`src/common/lcu_pkg.sv`:
```
// Purpose: constants for the link control upper field bank
// Assumes: 32-bit register port, byte addresses
// Notes:   shared by the bank and its cycle timer
package lcu_pkg;
  localparam int unsigned ADDR_W = 8;
  localparam int unsigned DATA_W = 32;

  // register byte offsets
  localparam logic [7:0] OFF_LINK_CONTROL = 8'h08;
  localparam logic [7:0] OFF_CYCLE_TIMER  = 8'h14;
  localparam logic [7:0] OFF_ISO_PORT     = 8'h18;
  localparam logic [7:0] OFF_FIFO_CONTROL = 8'h1c;
  localparam logic [7:0] OFF_RX_STATUS    = 8'h40;

  // link_control bit positions
  localparam int unsigned BIT_TX_RESET    = 10;
  localparam int unsigned BIT_RX_RESET    = 11;
  localparam int unsigned BIT_LONG_REQ    = 15;
  localparam int unsigned BIT_CYC_MASTER  = 20;
  localparam int unsigned BIT_CYC_EXT     = 21;
  localparam int unsigned BIT_CYC_RUN     = 22;
  localparam int unsigned BIT_PARTITION   = 23;
  localparam int unsigned BIT_ISO_A       = 24;
  localparam int unsigned BIT_ISO_B       = 25;
  localparam int unsigned BIT_ACK_FLUSH   = 30;
  localparam int unsigned BIT_BAD_DISCARD = 31;

  // iso port register fields
  localparam int unsigned CHAN_W     = 6;
  localparam int unsigned ISO_A_LSB  = 8;
  localparam int unsigned ISO_B_LSB  = 0;

  // fifo control trigger size field, in quadlets
  localparam int unsigned TRIG_W     = 8;
  localparam int unsigned TRIG_LSB   = 0;

  // rx status: sticky receive_data_flag, write 1 to clear
  localparam int unsigned BIT_RX_DATA = 6;

  // cycle timer layout
  localparam int unsigned SUB_W       = 12;
  localparam int unsigned TICK_W      = 13;
  localparam int unsigned SUB_LSB     = 0;
  localparam int unsigned TICK_LSB    = 12;
  localparam logic [11:0] SUB_MAX     = 12'hbff;
  localparam logic [12:0] TICK_MAX    = 13'h1f3f;

  // reset values
  localparam logic [31:0] RST_LINK_CONTROL = 32'h0000_0000;
  localparam logic [31:0] RST_ISO_PORT     = 32'h0000_0000;
  localparam logic [31:0] RST_FIFO_CONTROL = 32'h0000_0000;
  localparam logic [31:0] RST_ZERO         = 32'h0000_0000;
  localparam logic [7:0]  RST_QUAD_COUNT   = 8'h00;
  localparam logic [11:0] RST_SUB          = 12'h000;
  localparam logic [12:0] RST_TICK         = 13'h0000;
endpackage : lcu_pkg

```
`src/verilog/lcu_cycle_timer.sv`:
```
// Purpose: cycle timer counters feeding cycle start generation
// Assumes: syncEdge is a one-cycle pulse already filtered
// Notes:   sub tick wraps at subMax, tick count at tickMax
`timescale 1ns/1ps
`default_nettype none
module lcu_cycle_timer #(
  parameter int unsigned SUB_W  = lcu_pkg::SUB_W,
  parameter int unsigned TICK_W = lcu_pkg::TICK_W,
  parameter logic [SUB_W-1:0]  SUB_MAX  = lcu_pkg::SUB_MAX,
  parameter logic [TICK_W-1:0] TICK_MAX = lcu_pkg::TICK_MAX
) (
  input  wire logic              clk,
  input  wire logic              rst_n,
  input  wire logic              run,
  input  wire logic              extSource,
  input  wire logic              syncEdge,
  output var  logic [SUB_W-1:0]  subTick,
  output var  logic [TICK_W-1:0] tickCount,
  output var  logic              tickInc
);
  logic subWrap;
  logic doTick;

  assign subWrap = run && (subTick == SUB_MAX);
  assign doTick  = extSource ? syncEdge : subWrap;

  // sub cycle tick
  always_ff @(posedge clk) begin
    if (!rst_n) begin
      subTick <= lcu_pkg::RST_SUB;
    end else if (extSource && syncEdge) begin
      subTick <= lcu_pkg::RST_SUB;
    end else if (run) begin
      subTick <= subWrap ? lcu_pkg::RST_SUB : subTick + 1'b1;
    end
  end

  // cycle tick counter
  always_ff @(posedge clk) begin
    if (!rst_n) begin
      tickCount <= lcu_pkg::RST_TICK;
      tickInc   <= 1'b0;
    end else begin
      tickInc <= doTick;
      if (doTick) begin
        tickCount <= (tickCount == TICK_MAX) ? lcu_pkg::RST_TICK
                                             : tickCount + 1'b1;
      end
    end
  end
endmodule : lcu_cycle_timer
`default_nettype wire

```
`src/verilog/lcu_link_control.sv`:
```
// Purpose: upper link control fields and their receive/cycle effects
// Assumes: single clock, rx strobes come from same-clock receiver logic
// Notes:   registers at byte offsets, read data one cycle after strobe
//
// How it works
// bit 11 pulses receiver reset, self-clears
// bit 15 selects long bus request form
// cycle master needs enable and root PHY
// cycle start sent on each tick increment; code sends none when it meets a txSoftReset pulse
// bus reset keeps cycle master enable
// software clears master enable when not root
// external mode: sync edge counts, zeroes sub
// internal mode: count on sub rollover only
// sub tick advances only while run set
// no cycle start without timer run
// partition enable splits packets by trigger size
// completed blocks commit before packet ends
// port a enable accepts matching channel
// port b enable accepts matching channel
// bit 30 flushes ack queue, self-clears
// transmitter reset also flushes ack queue
// discard bad packets, no data flag
// discard forces partitioning off
// bit 10 pulses transmitter reset, self-clears
// data flag set per committed block
// reserved bits read zero, ignore writes
`timescale 1ns/1ps
`default_nettype none
module lcu_link_control #(
  parameter int unsigned CHAN_W = lcu_pkg::CHAN_W,
  parameter int unsigned TRIG_W = lcu_pkg::TRIG_W
) (
  input  wire logic                      clk,
  input  wire logic                      rst_n,
  input  wire logic [lcu_pkg::ADDR_W-1:0] regAddr,
  input  wire logic [lcu_pkg::DATA_W-1:0] regWrData,
  input  wire logic                      regWrite,
  input  wire logic                      regRead,
  output var  logic [lcu_pkg::DATA_W-1:0] regRdData,
  input  wire logic                      phyIsRoot,
  input  wire logic                      busReset,
  input  wire logic                      cycleSyncIn,
  input  wire logic                      rxStart,
  input  wire logic                      rxIso,
  input  wire logic [CHAN_W-1:0]         rxChannel,
  input  wire logic                      rxQuad,
  input  wire logic                      rxEnd,
  input  wire logic                      rxBad,
  input  wire logic                      rxQueueFull,
  output var  logic                      rxSoftReset,
  output var  logic                      txSoftReset,
  output var  logic                      ackQueueFlush,
  output var  logic                      longBusRequestSelect,
  output var  logic                      cycleMasterActive,
  output var  logic                      cycleStartSend,
  output var  logic                      rxBlockCommit,
  output var  logic                      rxPacketDrop,
  output var  logic                      rxIsoAccept,
  output var  logic                      receiveDataFlag
);
  typedef enum logic [1:0] {
    LCU_RX_IDLE,
    LCU_RX_TAKE,
    LCU_RX_SKIP
  } lcu_rx_e;

  // stored control fields
  logic                  cycMasterEn_reg;
  logic                  cycExt_reg;
  logic                  cycRun_reg;
  logic                  partEn_reg;
  logic                  isoAEn_reg;
  logic                  isoBEn_reg;
  logic                  badDiscard_reg;
  logic [CHAN_W-1:0]     isoChanA_reg;
  logic [CHAN_W-1:0]     isoChanB_reg;
  logic [TRIG_W-1:0]     trigSize_reg;

  // receive path state
  lcu_rx_e               rxState_reg;
  lcu_rx_e               rxState_next;
  logic [TRIG_W-1:0]     quadCount_reg;
  logic                  pktBad_reg;
  logic                  rxDataFlag_reg;

  // sync and timer
  logic                  sync1_reg;
  logic                  sync2_reg;
  logic                  sync3_reg;
  logic                  syncLevel_reg;
  logic                  syncEdge;
  logic [lcu_pkg::SUB_W-1:0]  subTick;
  logic [lcu_pkg::TICK_W-1:0] tickCount;
  logic                  tickInc;

  // decode and helpers
  logic                  wrCtrl;
  logic                  wrIso;
  logic                  wrFifo;
  logic                  wrStat;
  logic                  partActive;
  logic                  chanMatch;
  logic                  blockFull;
  logic                  badNow;
  logic                  commitBlock;
  logic                  endGood;
  logic                  endDrop;
  logic [lcu_pkg::DATA_W-1:0] ctrlView;
  logic [lcu_pkg::DATA_W-1:0] rdValue;

  assign wrCtrl = regWrite && (regAddr == lcu_pkg::OFF_LINK_CONTROL);
  assign wrIso  = regWrite && (regAddr == lcu_pkg::OFF_ISO_PORT);
  assign wrFifo = regWrite && (regAddr == lcu_pkg::OFF_FIFO_CONTROL);
  assign wrStat = regWrite && (regAddr == lcu_pkg::OFF_RX_STATUS);

  // control register fields, reserved bits not stored
  always_ff @(posedge clk) begin
    if (!rst_n) begin
      cycMasterEn_reg      <= 1'b0;
      cycExt_reg           <= 1'b0;
      cycRun_reg           <= 1'b0;
      partEn_reg           <= 1'b0;
      isoAEn_reg           <= 1'b0;
      isoBEn_reg           <= 1'b0;
      badDiscard_reg       <= 1'b0;
      longBusRequestSelect <= 1'b0;
    end else if (wrCtrl) begin
      // busReset deliberately absent here
      cycMasterEn_reg      <= regWrData[lcu_pkg::BIT_CYC_MASTER];
      cycExt_reg           <= regWrData[lcu_pkg::BIT_CYC_EXT];
      cycRun_reg           <= regWrData[lcu_pkg::BIT_CYC_RUN];
      partEn_reg           <= regWrData[lcu_pkg::BIT_PARTITION];
      isoAEn_reg           <= regWrData[lcu_pkg::BIT_ISO_A];
      isoBEn_reg           <= regWrData[lcu_pkg::BIT_ISO_B];
      badDiscard_reg       <= regWrData[lcu_pkg::BIT_BAD_DISCARD];
      longBusRequestSelect <= regWrData[lcu_pkg::BIT_LONG_REQ];
    end
  end

  // self-clearing reset and flush pulses
  always_ff @(posedge clk) begin
    if (!rst_n) begin
      rxSoftReset   <= 1'b0;
      txSoftReset   <= 1'b0;
      ackQueueFlush <= 1'b0;
    end else begin
      rxSoftReset   <= wrCtrl && regWrData[lcu_pkg::BIT_RX_RESET];
      txSoftReset   <= wrCtrl && regWrData[lcu_pkg::BIT_TX_RESET];
      ackQueueFlush <= wrCtrl && (regWrData[lcu_pkg::BIT_ACK_FLUSH]
                       || regWrData[lcu_pkg::BIT_TX_RESET]);
    end
  end

  // iso channel and trigger size fields
  always_ff @(posedge clk) begin
    if (!rst_n) begin
      isoChanA_reg <= lcu_pkg::RST_ISO_PORT[lcu_pkg::ISO_A_LSB +: CHAN_W];
      isoChanB_reg <= lcu_pkg::RST_ISO_PORT[lcu_pkg::ISO_B_LSB +: CHAN_W];
      trigSize_reg <= lcu_pkg::RST_FIFO_CONTROL[lcu_pkg::TRIG_LSB +: TRIG_W];
    end else begin
      if (wrIso) begin
        isoChanA_reg <= regWrData[lcu_pkg::ISO_A_LSB +: CHAN_W];
        isoChanB_reg <= regWrData[lcu_pkg::ISO_B_LSB +: CHAN_W];
      end
      if (wrFifo) begin
        trigSize_reg <= regWrData[lcu_pkg::TRIG_LSB +: TRIG_W];
      end
    end
  end

  // cycle sync pin: three flops, change once second and third agree
  always_ff @(posedge clk) begin
    if (!rst_n) begin
      sync1_reg     <= 1'b0;
      sync2_reg     <= 1'b0;
      sync3_reg     <= 1'b0;
      syncLevel_reg <= 1'b0;
    end else begin
      sync1_reg <= cycleSyncIn;
      sync2_reg <= sync1_reg;
      sync3_reg <= sync2_reg;
      if (sync2_reg == sync3_reg) begin
        syncLevel_reg <= sync3_reg;
      end
    end
  end

  assign syncEdge = (sync2_reg == sync3_reg) && sync3_reg && !syncLevel_reg;

  lcu_cycle_timer #(
    .SUB_W    (lcu_pkg::SUB_W),
    .TICK_W   (lcu_pkg::TICK_W),
    .SUB_MAX  (lcu_pkg::SUB_MAX),
    .TICK_MAX (lcu_pkg::TICK_MAX)
  ) u_timer (
    .clk       (clk),
    .rst_n     (rst_n),
    .run       (cycRun_reg),
    .extSource (cycExt_reg),
    .syncEdge  (syncEdge),
    .subTick   (subTick),
    .tickCount (tickCount),
    .tickInc   (tickInc)
  );

  // cycle master and cycle start requests
  always_ff @(posedge clk) begin
    if (!rst_n) begin
      cycleMasterActive <= 1'b0;
      cycleStartSend    <= 1'b0;
    end else begin
      cycleMasterActive <= cycMasterEn_reg && phyIsRoot;
      cycleStartSend    <= tickInc && cycleMasterActive
                           && cycRun_reg && !txSoftReset;
    end
  end

  // receive filtering and partitioning
  assign partActive = partEn_reg && !badDiscard_reg
                      && (trigSize_reg != '0);
  assign chanMatch  = (isoAEn_reg && (rxChannel == isoChanA_reg))
                      || (isoBEn_reg && (rxChannel == isoChanB_reg));
  assign badNow     = pktBad_reg || rxBad || rxQueueFull;
  assign blockFull  = rxQuad && partActive
                      && (quadCount_reg == trigSize_reg - 1'b1);
  assign endDrop    = rxEnd && badNow && badDiscard_reg;
  assign endGood    = rxEnd && !endDrop;
  assign commitBlock = (rxState_reg == LCU_RX_TAKE)
                       && ((blockFull && !rxEnd) || endGood);

  always_comb begin
    rxState_next = rxState_reg;
    case (rxState_reg)
      LCU_RX_IDLE: begin
        if (rxStart) begin
          rxState_next = (!rxIso || chanMatch) ? LCU_RX_TAKE : LCU_RX_SKIP;
        end
      end
      LCU_RX_TAKE: begin
        if (rxEnd) begin
          rxState_next = LCU_RX_IDLE;
        end
      end
      LCU_RX_SKIP: begin
        if (rxEnd) begin
          rxState_next = LCU_RX_IDLE;
        end
      end
      default: begin
        rxState_next = LCU_RX_IDLE;
      end
    endcase
  end

  // receiver state, cleared by receiver soft reset
  always_ff @(posedge clk) begin
    if (!rst_n || rxSoftReset) begin
      rxState_reg   <= LCU_RX_IDLE;
      quadCount_reg <= lcu_pkg::RST_QUAD_COUNT[TRIG_W-1:0];
      pktBad_reg    <= 1'b0;
    end else begin
      rxState_reg <= rxState_next;
      if (rxStart || rxEnd || blockFull) begin
        quadCount_reg <= lcu_pkg::RST_QUAD_COUNT[TRIG_W-1:0];
      end else if (rxQuad && (rxState_reg == LCU_RX_TAKE)) begin
        quadCount_reg <= quadCount_reg + 1'b1;
      end
      if (rxStart || rxEnd) begin
        pktBad_reg <= 1'b0;
      end else if (rxBad || rxQueueFull) begin
        pktBad_reg <= 1'b1;
      end
    end
  end

  // receive outputs
  always_ff @(posedge clk) begin
    if (!rst_n || rxSoftReset) begin
      rxBlockCommit <= 1'b0;
      rxPacketDrop  <= 1'b0;
      rxIsoAccept   <= 1'b0;
    end else begin
      rxBlockCommit <= commitBlock;
      rxPacketDrop  <= (rxState_reg == LCU_RX_TAKE) && endDrop;
      if (rxStart) begin
        rxIsoAccept <= rxIso && chanMatch;
      end else if (rxEnd) begin
        rxIsoAccept <= 1'b0;
      end
    end
  end

  // sticky data flag, set wins over clear
  always_ff @(posedge clk) begin
    if (!rst_n) begin
      rxDataFlag_reg  <= 1'b0;
      receiveDataFlag <= 1'b0;
    end else begin
      if (commitBlock) begin
        rxDataFlag_reg <= 1'b1;
      end else if (wrStat && regWrData[lcu_pkg::BIT_RX_DATA]) begin
        rxDataFlag_reg <= 1'b0;
      end
      receiveDataFlag <= commitBlock || rxDataFlag_reg;
    end
  end

  // read view of control register, reserved and pulse bits zero
  always_comb begin
    ctrlView = lcu_pkg::RST_ZERO;
    ctrlView[lcu_pkg::BIT_LONG_REQ]    = longBusRequestSelect;
    ctrlView[lcu_pkg::BIT_CYC_MASTER]  = cycMasterEn_reg;
    ctrlView[lcu_pkg::BIT_CYC_EXT]     = cycExt_reg;
    ctrlView[lcu_pkg::BIT_CYC_RUN]     = cycRun_reg;
    ctrlView[lcu_pkg::BIT_PARTITION]   = partEn_reg;
    ctrlView[lcu_pkg::BIT_ISO_A]       = isoAEn_reg;
    ctrlView[lcu_pkg::BIT_ISO_B]       = isoBEn_reg;
    ctrlView[lcu_pkg::BIT_BAD_DISCARD] = badDiscard_reg;
  end

  always_comb begin
    rdValue = lcu_pkg::RST_ZERO;
    case (regAddr)
      lcu_pkg::OFF_LINK_CONTROL: begin
        rdValue = ctrlView;
      end
      lcu_pkg::OFF_CYCLE_TIMER: begin
        rdValue[lcu_pkg::SUB_LSB +: lcu_pkg::SUB_W]   = subTick;
        rdValue[lcu_pkg::TICK_LSB +: lcu_pkg::TICK_W] = tickCount;
      end
      lcu_pkg::OFF_ISO_PORT: begin
        rdValue[lcu_pkg::ISO_A_LSB +: CHAN_W] = isoChanA_reg;
        rdValue[lcu_pkg::ISO_B_LSB +: CHAN_W] = isoChanB_reg;
      end
      lcu_pkg::OFF_FIFO_CONTROL: begin
        rdValue[lcu_pkg::TRIG_LSB +: TRIG_W] = trigSize_reg;
      end
      lcu_pkg::OFF_RX_STATUS: begin
        rdValue[lcu_pkg::BIT_RX_DATA] = rxDataFlag_reg;
      end
      default: begin
        rdValue = lcu_pkg::RST_ZERO;
      end
    endcase
  end

  // read data valid only in the cycle after the strobe
  always_ff @(posedge clk) begin
    if (!rst_n) begin
      regRdData <= lcu_pkg::RST_ZERO;
    end else if (regRead) begin
      regRdData <= rdValue;
    end else begin
      regRdData <= lcu_pkg::RST_ZERO;
    end
  end
endmodule : lcu_link_control
`default_nettype wire
```
`config.mk`:
```
export PLATFORM = sky130hd
export DESIGN_NAME = lcu_link_control
export DESIGN_NICKNAME = d
export VERILOG_FILES = /design/src/common/lcu_pkg.sv /design/src/verilog/lcu_cycle_timer.sv /design/src/verilog/lcu_link_control.sv
export SDC_FILE = /design/constraint.sdc
export NUM_CORES = 1
export LEC_CHECK = 0
export BUFFER_PORTS_ARGS = -buffer_cell sky130_fd_sc_hd__buf_2
export CAP_MARGIN = 5
export CORE_MARGIN = 1
export CORE_UTILIZATION = 54
export DETAILED_ROUTE_END_ITERATION = 6
export GPL_TIMING_DRIVEN = 0
export PLACE_DENSITY = 0.78
export SYNTH_ARGS = -nofsm -noshare
export SYNTH_HDL_FRONTEND = slang
export SYNTH_SLANG_ARGS = --single-unit
```
`constraint.sdc`:
```
create_clock -name clk -period 2.6 [get_ports clk]
set_input_delay 0.13 -clock clk [delete_from_list [all_inputs] [get_ports clk]]
set_output_delay 0.13 -clock clk [all_outputs]
set_load 0.05 [all_outputs]
```
; Word-level counts from Yosys, hierarchy flattened
; Cells that the tools add are included.
[totals]
regBits = 111
input_bits = 59
output_inout_bits = 42
wordCells = 128
[classes]
add_sub_neg = 4
eq_ne = 15
mux = 16
bitwise = 1
reduce_logical = 59
[op_table]
columns = cell, n
row1 = logical AND 1 bit, 30
row2 = "equality test 8 x 5 -> 1 bit, second input constant", 3
row3 = one-hot mux 11 bit (2 select lines), 1
row4 = one-hot mux 6 bit (3 select lines), 1
row5 = "adder 13 x 1 -> 13 bit, second input constant", 1
row6 = "equality test 13 bit, second input constant", 1
row7 = 2-to-1 mux 13 bit, 1
row8 = "adder 12 x 1 -> 12 bit, second input constant", 1
row9 = "equality test 12 bit, second input constant", 1
row10 = equality test 6 bit, 2
row11 = 2-to-1 mux 12 bit, 1
row12 = one-hot mux 6 bit (2 select lines), 1
row13 = logical OR 1 bit, 11
row14 = "adder 8 x 1 -> 8 bit, second input constant", 1
row15 = "equality test 8 x 4 -> 1 bit, second input constant", 1
row16 = "equality test 8 x 7 -> 1 bit, second input constant", 1
row17 = equality test 8 bit, 1
row18 = nonzero test 8 bit, 1
row19 = OR reduction 2 bit, 4
row20 = "subtractor 8 x 1 -> 8 bit, second input constant", 1
row21 = logical NOT 1 bit, 7
row22 = 2-to-1 mux 2 bit, 3
row23 = 2-to-1 mux 1 bit, 5
row24 = one-hot mux 2 bit (2 select lines), 1
row25 = other kinds (12), 14

; Logic depth before layout (Yosys ltp)
; Gate-level depths: netlist (run 1).
[depth]
ltp_word = 9
ltp_mapped = 10
ltp_nobuf = 8

; Hierarchy
; A second synthesis (run 1) with hierarchy kept.
[unflattened]
hier_cells = 507
hier_area_um2 = 4902.2
[modules_own_cells]
columns = mod, instances, cells_per_inst, area_each_um2, seq_area_each_um2
row1 = lcu_link_control, 1, 348, 3483.3, 1601.5
row2 = lcu_cycle_timer, 1, 159, 1418.9, 520.5

; Least setup slack after synthesis (run 1)
; OpenSTA, ideal clock, no wires.
[synth_timing]
path_type = reg-to-reg
start = register trigSize_reg[0]
end = register rxBlockCommit
setup_ns = 0.060
arrival_ns = 2.006
slack_ns = 0.533
stages_incl_launch_ff = 11
synth_period_minus_slack_ns = 2.067
cell_sequence = dfxtp_1 buf_2 inv_1 ha_1 xnor2_1 nor4_1 o311ai_1 nor4b_1 and2_1 buf_4 o2111a_1
[synth_via]
elab_chain_cells = 7
word_cells_on_any_way = 9
classes_between = add/sub (1) / eq/ne (1) / reduce/logical (7)
[synth_lines]
columns = item, line_no
row1 = "start, declared", lcu_link_control.sv:77  ; logic [TRIG_W-1:0] trigSize_reg;
row2 = "start signal, assigned", lcu_link_control.sv:159  ; trigSize_reg <= lcu_pkg::RST_FIFO_CONTROL[lcu_pkg::TRIG_LSB +: TRIG_W];
row3 = "start signal, assigned", lcu_link_control.sv:166  ; trigSize_reg <= regWrData[lcu_pkg::TRIG_LSB +: TRIG_W];
row4 = "parallel branches: the longest is 3 deep, another holds subtractor 8 x 1 -> 8 bit", n/a
row5 = logical AND 1 bit (*), lcu_link_control.sv:225  ; && (quadCount_reg == trigSize_reg - 1'b1);
row6 = logical AND 1 bit (*), lcu_link_control.sv:229  ; && ((blockFull && !rxEnd) || endGood);
row7 = logical OR 1 bit (*), lcu_link_control.sv:229
row8 = logical AND 1 bit (*), lcu_link_control.sv:229
row9 = "end signal, assigned", lcu_link_control.sv:283  ; rxBlockCommit <= commitBlock;
row10 = "end, declared", lcu_link_control.sv:56  ; output var logic rxBlockCommit,
; Mark *: on every way between the ends.
; A chain may end at the register's enable or synchronous reset.

; Final worst setup path (run 1)
; Ends and elaborated chain as after synthesis.

==> impl_metrics.toml, run 1 <==
[cts]
cts_max_path_buffers = 2
post_cts_buffers = 0
clk_pin_slew_ns = 0.10
cts_tree = "yes"
ctsRootBufferMaster = "clkbuf_8"
cts_htree_levels = 3
clk_latency_ns = 0.37
cts.sinks = 106
cts_inserted_buffers = 9

[sta]
timing.slew.headroom_pct = 41.35
skew_ns = 0.009686
fmax_mhz = 411.4
worst_pin_slew_ns = 0.8724
fin_setup_tns_ns = 0
setup_viol = 0
hold_violations = 0
slew_viol_final = 0
whs_ns = 0.01637
rsz0062_at_grt = "no"
period_needed_ns = 2.431
finalCritPeriodShare_pct = 93.49

[placement]
hpwl_mm = 8.580
place.gp.congestion = 0.9016
io_buffer_count = 85
dpl.cell_count = 703

[critical_path]
worstPathArrival_ns = 2.75
r2r_slack_ns = 0.17
critical-path-max-stage-delay_ns = 0.44
slowest_stage = "nor4b_1"
worstPathMaxFanout = 9
r2r-end = "rxBlockCommit"
cp_cell_sequence = "buf_2, inv_1, ha_1, xnor2_1, nor4_1, o311ai_1, nor4b_1, and2_1, buf_4, o2111a_1"
cp_top_family = "simple AND/OR/NAND/NOR gates"
worstSetupEndpointType = "flip-flop"
reg2reg_from = "trigSize_reg[0]"
reg2reg_depth = 10
crit_type = "flip-flop to flip-flop"
critPathRequiredTime_ns = 2.92
path_buf_inv = 3
cp-start-kind = "flip-flop"

[hold_path]
whs_endpoint = "rxSoftReset"
hp-class = "input pin to flip-flop"
worstHoldPathCells = 2
min-delay-start = "regWrData[11]"

[routing]
dr.pass1.iters = 5
postRouteAntennaNets = 0
drcViolationCount = 0
routedWlPerCell_um = 15.45
vias_per_cell = 5.625
wl_mm = 11.30
drt_iter0_markers = 275
vias = 4112

[yosys]
synthXorXnorAreaFrac_pct = 8.999
yosysWarnings = 0
ys.flop_type = "dfxtp_1"
synth_seq_cells = 106
synth_compound_area_share_pct = 11.19
synth_area_um2 = 4574
avgSynthCellArea_um2 = 8.987
synthSimpleGateAreaFrac_pct = 24.81
synth_cell_types = 51
synth_top_family_by_area = "simple AND/OR/NAND/NOR gates"
synthAdderAreaFrac_pct = 1.915
muxShareOfSynthArea_pct = 2.653
synth_cells = 509
synthArstFlopShare_pct = 0
synth-edff-count = 0
seq_area_frac_synth_pct = 46.39

[cells_and_area]
top_regs = "regRdData x27, u_timer.tickCount x13, u_timer.subTick x12"
largest_register_ffs = 27
drive_gt1_share_pct = 19.81
utilization_pct = 66.70
area_growth_pct = 19.80
top_register = "regRdData"
final_nets = 687
nFillCells = 686
diodes = 0
instances_no_fill = 731

[global_route]
gr-usage-met1_pct = 34.18
grt_pass1_wl_mm = 18.03
busiest_layer = "met2"
grt_use_met3_pct = 4.773
antenna_found_initial = 0
grt_overflow = 0
grt_max_degree = 20
grt_pass1_vias = 3810
met2_usage_pct = 44.71
grt_usage_pct = 26.85

[run_status]
status = "completed"

[pwr]
peakVddDrop_mv = 0.2870
power_leakage_nw = 2.204
p_per_area_nw_per_um2 = 527.7

[die]
start_util_pct = 55.67
core-area_um2 = 8217
io_pins = 101
rows = 33
dieArea_um2 = 8844
die_x_um = 94.04
die_h_um = 94.04

[job]
drv_cap = 0
-- layout by cell type, fill, tap and decap left out, types with 9 or more instances in the layout --
cell,Yosys,final
dfxtp_1,106,106
buf_2,4,89
nor2_1,58,58
nand2_1,44,44
nand3_1,37,37
xor2_1,26,26
a21oi_1,26,26
xnor2_1,21,21
clkbuf_1,19,19
and2_1,16,16
nand4_1,15,15
nor3_1,14,14
dlygate4sd3_1,0,12
mux2i_1,11,11
and3_1,10,10
inv_1,9,9
clkbuf_8,0,9
-- what timing repair did --
action / in CTS / in global routing
hold endpoints to repair: 11 / 0
resized for setup: 0 / 0
hold buffers: 12 / 0
-- report_power, final --
group          leakage, nW  internal [W]  switching (W)  total, W
clock                0.108      0.000466       0.000589   0.00105
sequential           0.855       0.00163     0.00000579   0.00164
combinational         1.24     0.0000802       0.000118  0.000198
total                 2.20       0.00218       0.000713   0.00289
-- synthesized netlist by cell type (2+ instances only) --
library cell | n | area [µm²]
dfxtp_1 | 106 | 2122
nor2_1 | 58 | 217.7
nand2_1 | 44 | 165.2
nand3_1 | 37 | 185.2
a21oi_1 | 26 | 130.1
xor2_1 | 26 | 227.7
xnor2_1 | 21 | 183.9
clkbuf_1 | 19 | 71.32
and2_1 | 16 | 100.1
nand4_1 | 15 | 93.84
nor3_1 | 14 | 70.07
mux2i_1 | 11 | 110.1
and3_1 | 10 | 62.56
inv_1 | 9 | 33.78
a22oi_1 | 7 | 52.55
buf_4 | 7 | 52.55
ha_1 | 7 | 87.58
a222oi_1 | 6 | 60.06
a22o_1 | 6 | 52.55
nand3b_1 | 6 | 45.04
o21ai_0 | 6 | 30.03
nor4_1 | 5 | 31.28
buf_2 | 4 | 20.02
nand2b_1 | 4 | 25.02
o22ai_1 | 4 | 25.02
a31oi_1 | 3 | 18.77
nor4_2 | 3 | 37.54
or3_1 | 3 | 18.77
a21boi_0 | 2 | 15.01
nor4b_1 | 2 | 17.52
o31ai_1 | 2 | 15.01
-- layer usage --
layer,up-vias,share of wire [%]
li1,2008,-
met1,1927,45
met2,150,47
met3,27,6.0
met4,0,3.0
met5,-,0
-- area by class of cell --
class                           instances  area [µm²]  share of cell area, %
Buffer                                 30       143.9                  2.626
Tap cell                              105       131.4                  2.397
Clock buffer                            9       123.9                  2.260
Multi-Input combinational cell        367        2292                  41.83
Clock inverter                          7       83.83                  1.530
Sequential cell                       106        2122                  38.72
Timing Repair Buffer                   97       545.5                  9.954
Inverter                               10       37.54                 0.6849
-- worst max-delay path by stage --
| stage | start | end | slack (ns) | depth (start not counted) |
|---|---|---|---|---|
| 5_1_grt | trigSize_reg[0] | rxBlockCommit | 0.05 | 10 |
| 4_1_cts | trigSize_reg[0] | rxBlockCommit | 0.17 | 10 |
| 3_5_place_dp | trigSize_reg[0] | rxBlockCommit | 0.19 | 10 |
| 6_report | trigSize_reg[0] | rxBlockCommit | 0.17 | 10 |
| 2_1_floorplan | trigSize_reg[0] | rxBlockCommit | 0.53 | 10 |
| 3_3_place_gp | regAddr[5] | regRdData[22] | 0.19 | 5 |
-- metrics by stage --
stage	instance area, µm²	setup slack (ns)	total power, W
2_1_floorplan	4589	0.5335	0.001779
3_5_place_dp	5152	0.1919	0.001857
3_3_place_gp	5146	0.1938	0.001852
5_1_grt	5480	0.04836	0.002998
6_report	5480	0.1693	0.002892
4_1_cts	5480	0.1735	0.002914
-- logic make-up (layout without fill, tap and decap cells) --
logic type / count (synthesis) / after routing
flops: 106 / 106
other cells: 1 / 5
xor+xnor: 47 / 47
compound gates: 73 / 73
mux: 12 / 12
fa+ha+maj: 7 / 7
simple gates: 223 / 223
buf+inv: 40 / 153
(Power assumes the default switching activity.)
==> run 2, diff against run 1 <==
--- a/config.mk
+++ b/config.mk
@@ -12,6 +12,7 @@
 export DETAILED_ROUTE_END_ITERATION = 6
 export GPL_TIMING_DRIVEN = 0
 export PLACE_DENSITY = 0.78
+export RECOVER_POWER = 25
 export SYNTH_ARGS = -nofsm -noshare
 export SYNTH_HDL_FRONTEND = slang
 export SYNTH_SLANG_ARGS = --single-unit
==> run 2 against run 1 <==
Against the previous run:
- count of clock-buffer cells in the layout unchanged
- global-route usage did not move
- cell area is 0.66% lower
- sequential power about the same
- largest power group unchanged
- sequential cell count stayed put
- combinational power about the same
- register-to-register slack got worse by 0.02 ns
- power is 0.13% higher
- clock power about the same
- non-clock buffer count unchanged
- die area did not move
- critical path type unchanged
- worst setup slack lost 0.021 ns
==> impl_metrics.toml, run 2 (synthesis results as in run 1) <==
[cts]
clk_pin_slew_ns = 0.10
cts_htree_levels = 3
cts_tree = "yes"
clk_latency_ns = 0.38
ctsRootBufferMaster = "clkbuf_8"
post_cts_buffers = 0
cts_max_path_buffers = 2
cts.sinks = 106
cts_inserted_buffers = 9

[critical_path]
path_buf_inv = 3
cp_top_family = "simple AND/OR/NAND/NOR gates"
critical-path-max-stage-delay_ns = 0.46
slowest_stage = "nor4b_1"
worstPathArrival_ns = 2.77
cp-start-kind = "flip-flop"
cp_cell_sequence = "buf_2, inv_1, ha_1, xnor2_1, nor4_1, o311ai_1, nor4b_1, and2_1, buf_4, o2111a_1"
critPathRequiredTime_ns = 2.92
crit_type = "flip-flop to flip-flop"
worstPathMaxFanout = 9
worstSetupEndpointType = "flip-flop"

[die]
rows = 33
die_h_um = 94.04
dieArea_um2 = 8844
start_util_pct = 55.67
core-area_um2 = 8217
io_pins = 101
die_x_um = 94.04

[pwr]
p_per_area_nw_per_um2 = 531.9
peakVddDrop_mv = 0.2884
power_leakage_nw = 2.075

[routing]
vias = 4092
wl_mm = 11.33
drt_iter0_markers = 231
dr.pass1.iters = 5
postRouteAntennaNets = 0
vias_per_cell = 5.598
drcViolationCount = 0
routedWlPerCell_um = 15.50

[run_status]
status = "completed"

[cells_and_area]
drive_gt1_share_pct = 15.18
top_register = "regRdData"
diodes = 0
area_growth_pct = 19.01
largest_register_ffs = 27
final_cell_mix = "106 x dfxtp_1, 60 x buf_2, 58 x nor2_1"
final_nets = 687
top_regs = "regRdData x27, u_timer.tickCount x13, u_timer.subTick x12"
final_common_cell = "dfxtp_1"

[sta]
slew_viol_final = 0
skew_ns = 0.01048
whs_ns = 0.01590
fin_setup_tns_ns = 0
rsz0062_at_grt = "no"
hold_violations = 0
setup_viol = 0
timing.slew.headroom_pct = 41.56
fmax_mhz = 407.8
period_needed_ns = 2.452
finalCritPeriodShare_pct = 94.31
worst_pin_slew_ns = 0.8693

[placement]
place.gp.congestion = 0.9016
io_buffer_count = 85
hpwl_mm = 8.580

[global_route]
antenna_found_initial = 0
grt_usage_pct = 26.85
grt_pass1_wl_mm = 18.03
grt_max_degree = 20
grt_pass1_vias = 3810
grt_overflow = 0

[hold_path]
hp-class = "input pin to flip-flop"

[job]
drv_cap = 0
[run 2: cell count changes in the layout (fill, tap and decap cells not counted), sizes merged]
cell	delta
buf	-29
clkbuf	+29
[run 2: worst reg2reg max path, cell delays in order (launching register included)]
cell and delay, ns:
dfxtp_1 0.32, buf_2 0.20, inv_1 0.07, ha_1 0.30
xnor2_1 0.12, nor4_1 0.26, o311ai_1 0.15, nor4b_1 0.46
and2_1 0.19, buf_4 0.16, o2111a_1 0.18
[run 2: stage by stage]
stage	utilization, %	instance area (µm²)	cells	setup WS, ns	total power (W)
finish	66.26	5444	731	0.1480	0.002896
detailed placement	62.71	5152	703	0.1919	0.001857
global route	66.26	5444	731	0.04836	0.002997
floorplan	-	4589	513	0.5335	0.001779
global placement	62.63	5146	703	0.1938	0.001852
CTS	66.70	5480	731	0.1735	0.002914
[run 2: per-layer routing]
metal | track usage (%) | wire length (µm) | up-vias
met3 | 4.773 | 695 | 29
met4 | 11.03 | 371 | 0
li1 | - | - | 2010
met2 | 44.71 | 5232 | 151
met5 | 0 | 0 | -
met1 | 34.18 | 5035 | 1902
[run 2: area by class of cell]
type,instances,area [µm²]
fill,704,2773
multi-input combinational,367,2292
sequential,106,2122
timing repair buffer,97,509.2
buffer,30,143.9
tap,105,131.4
clock buffer,9,123.9
clock inverter,7,83.83
inverter,10,37.54
[run 2: path summary, 6_finish.rpt]
path	end	cells after the start	slack (ns)	from
worst max-delay path	rxBlockCommit	10	0.15	trigSize_reg[0]
worst max register to register	rxBlockCommit	10	0.15	trigSize_reg[0]
worst min register to register	cycleStartSend	1	0.43	txSoftReset
worst min-delay path	rxSoftReset	2	0.02	regWrData[11]
[run 2: timing repair]
item | 4_1_cts | 5_1_grt
hold buffers | 12 | 0
endpoints found under the hold margin | 11 | 0
gates resized for setup | 0 | 0
[run 2: where the power goes]
| group | switching [W] | internal (W) | total [W] |
|---|---|---|---|
| clock | 0.000593 | 0.000466 | 0.00106 |
| combinational | 0.000119 | 0.0000797 | 0.000198 |
| sequential | 0.00000586 | 0.00163 | 0.00164 |
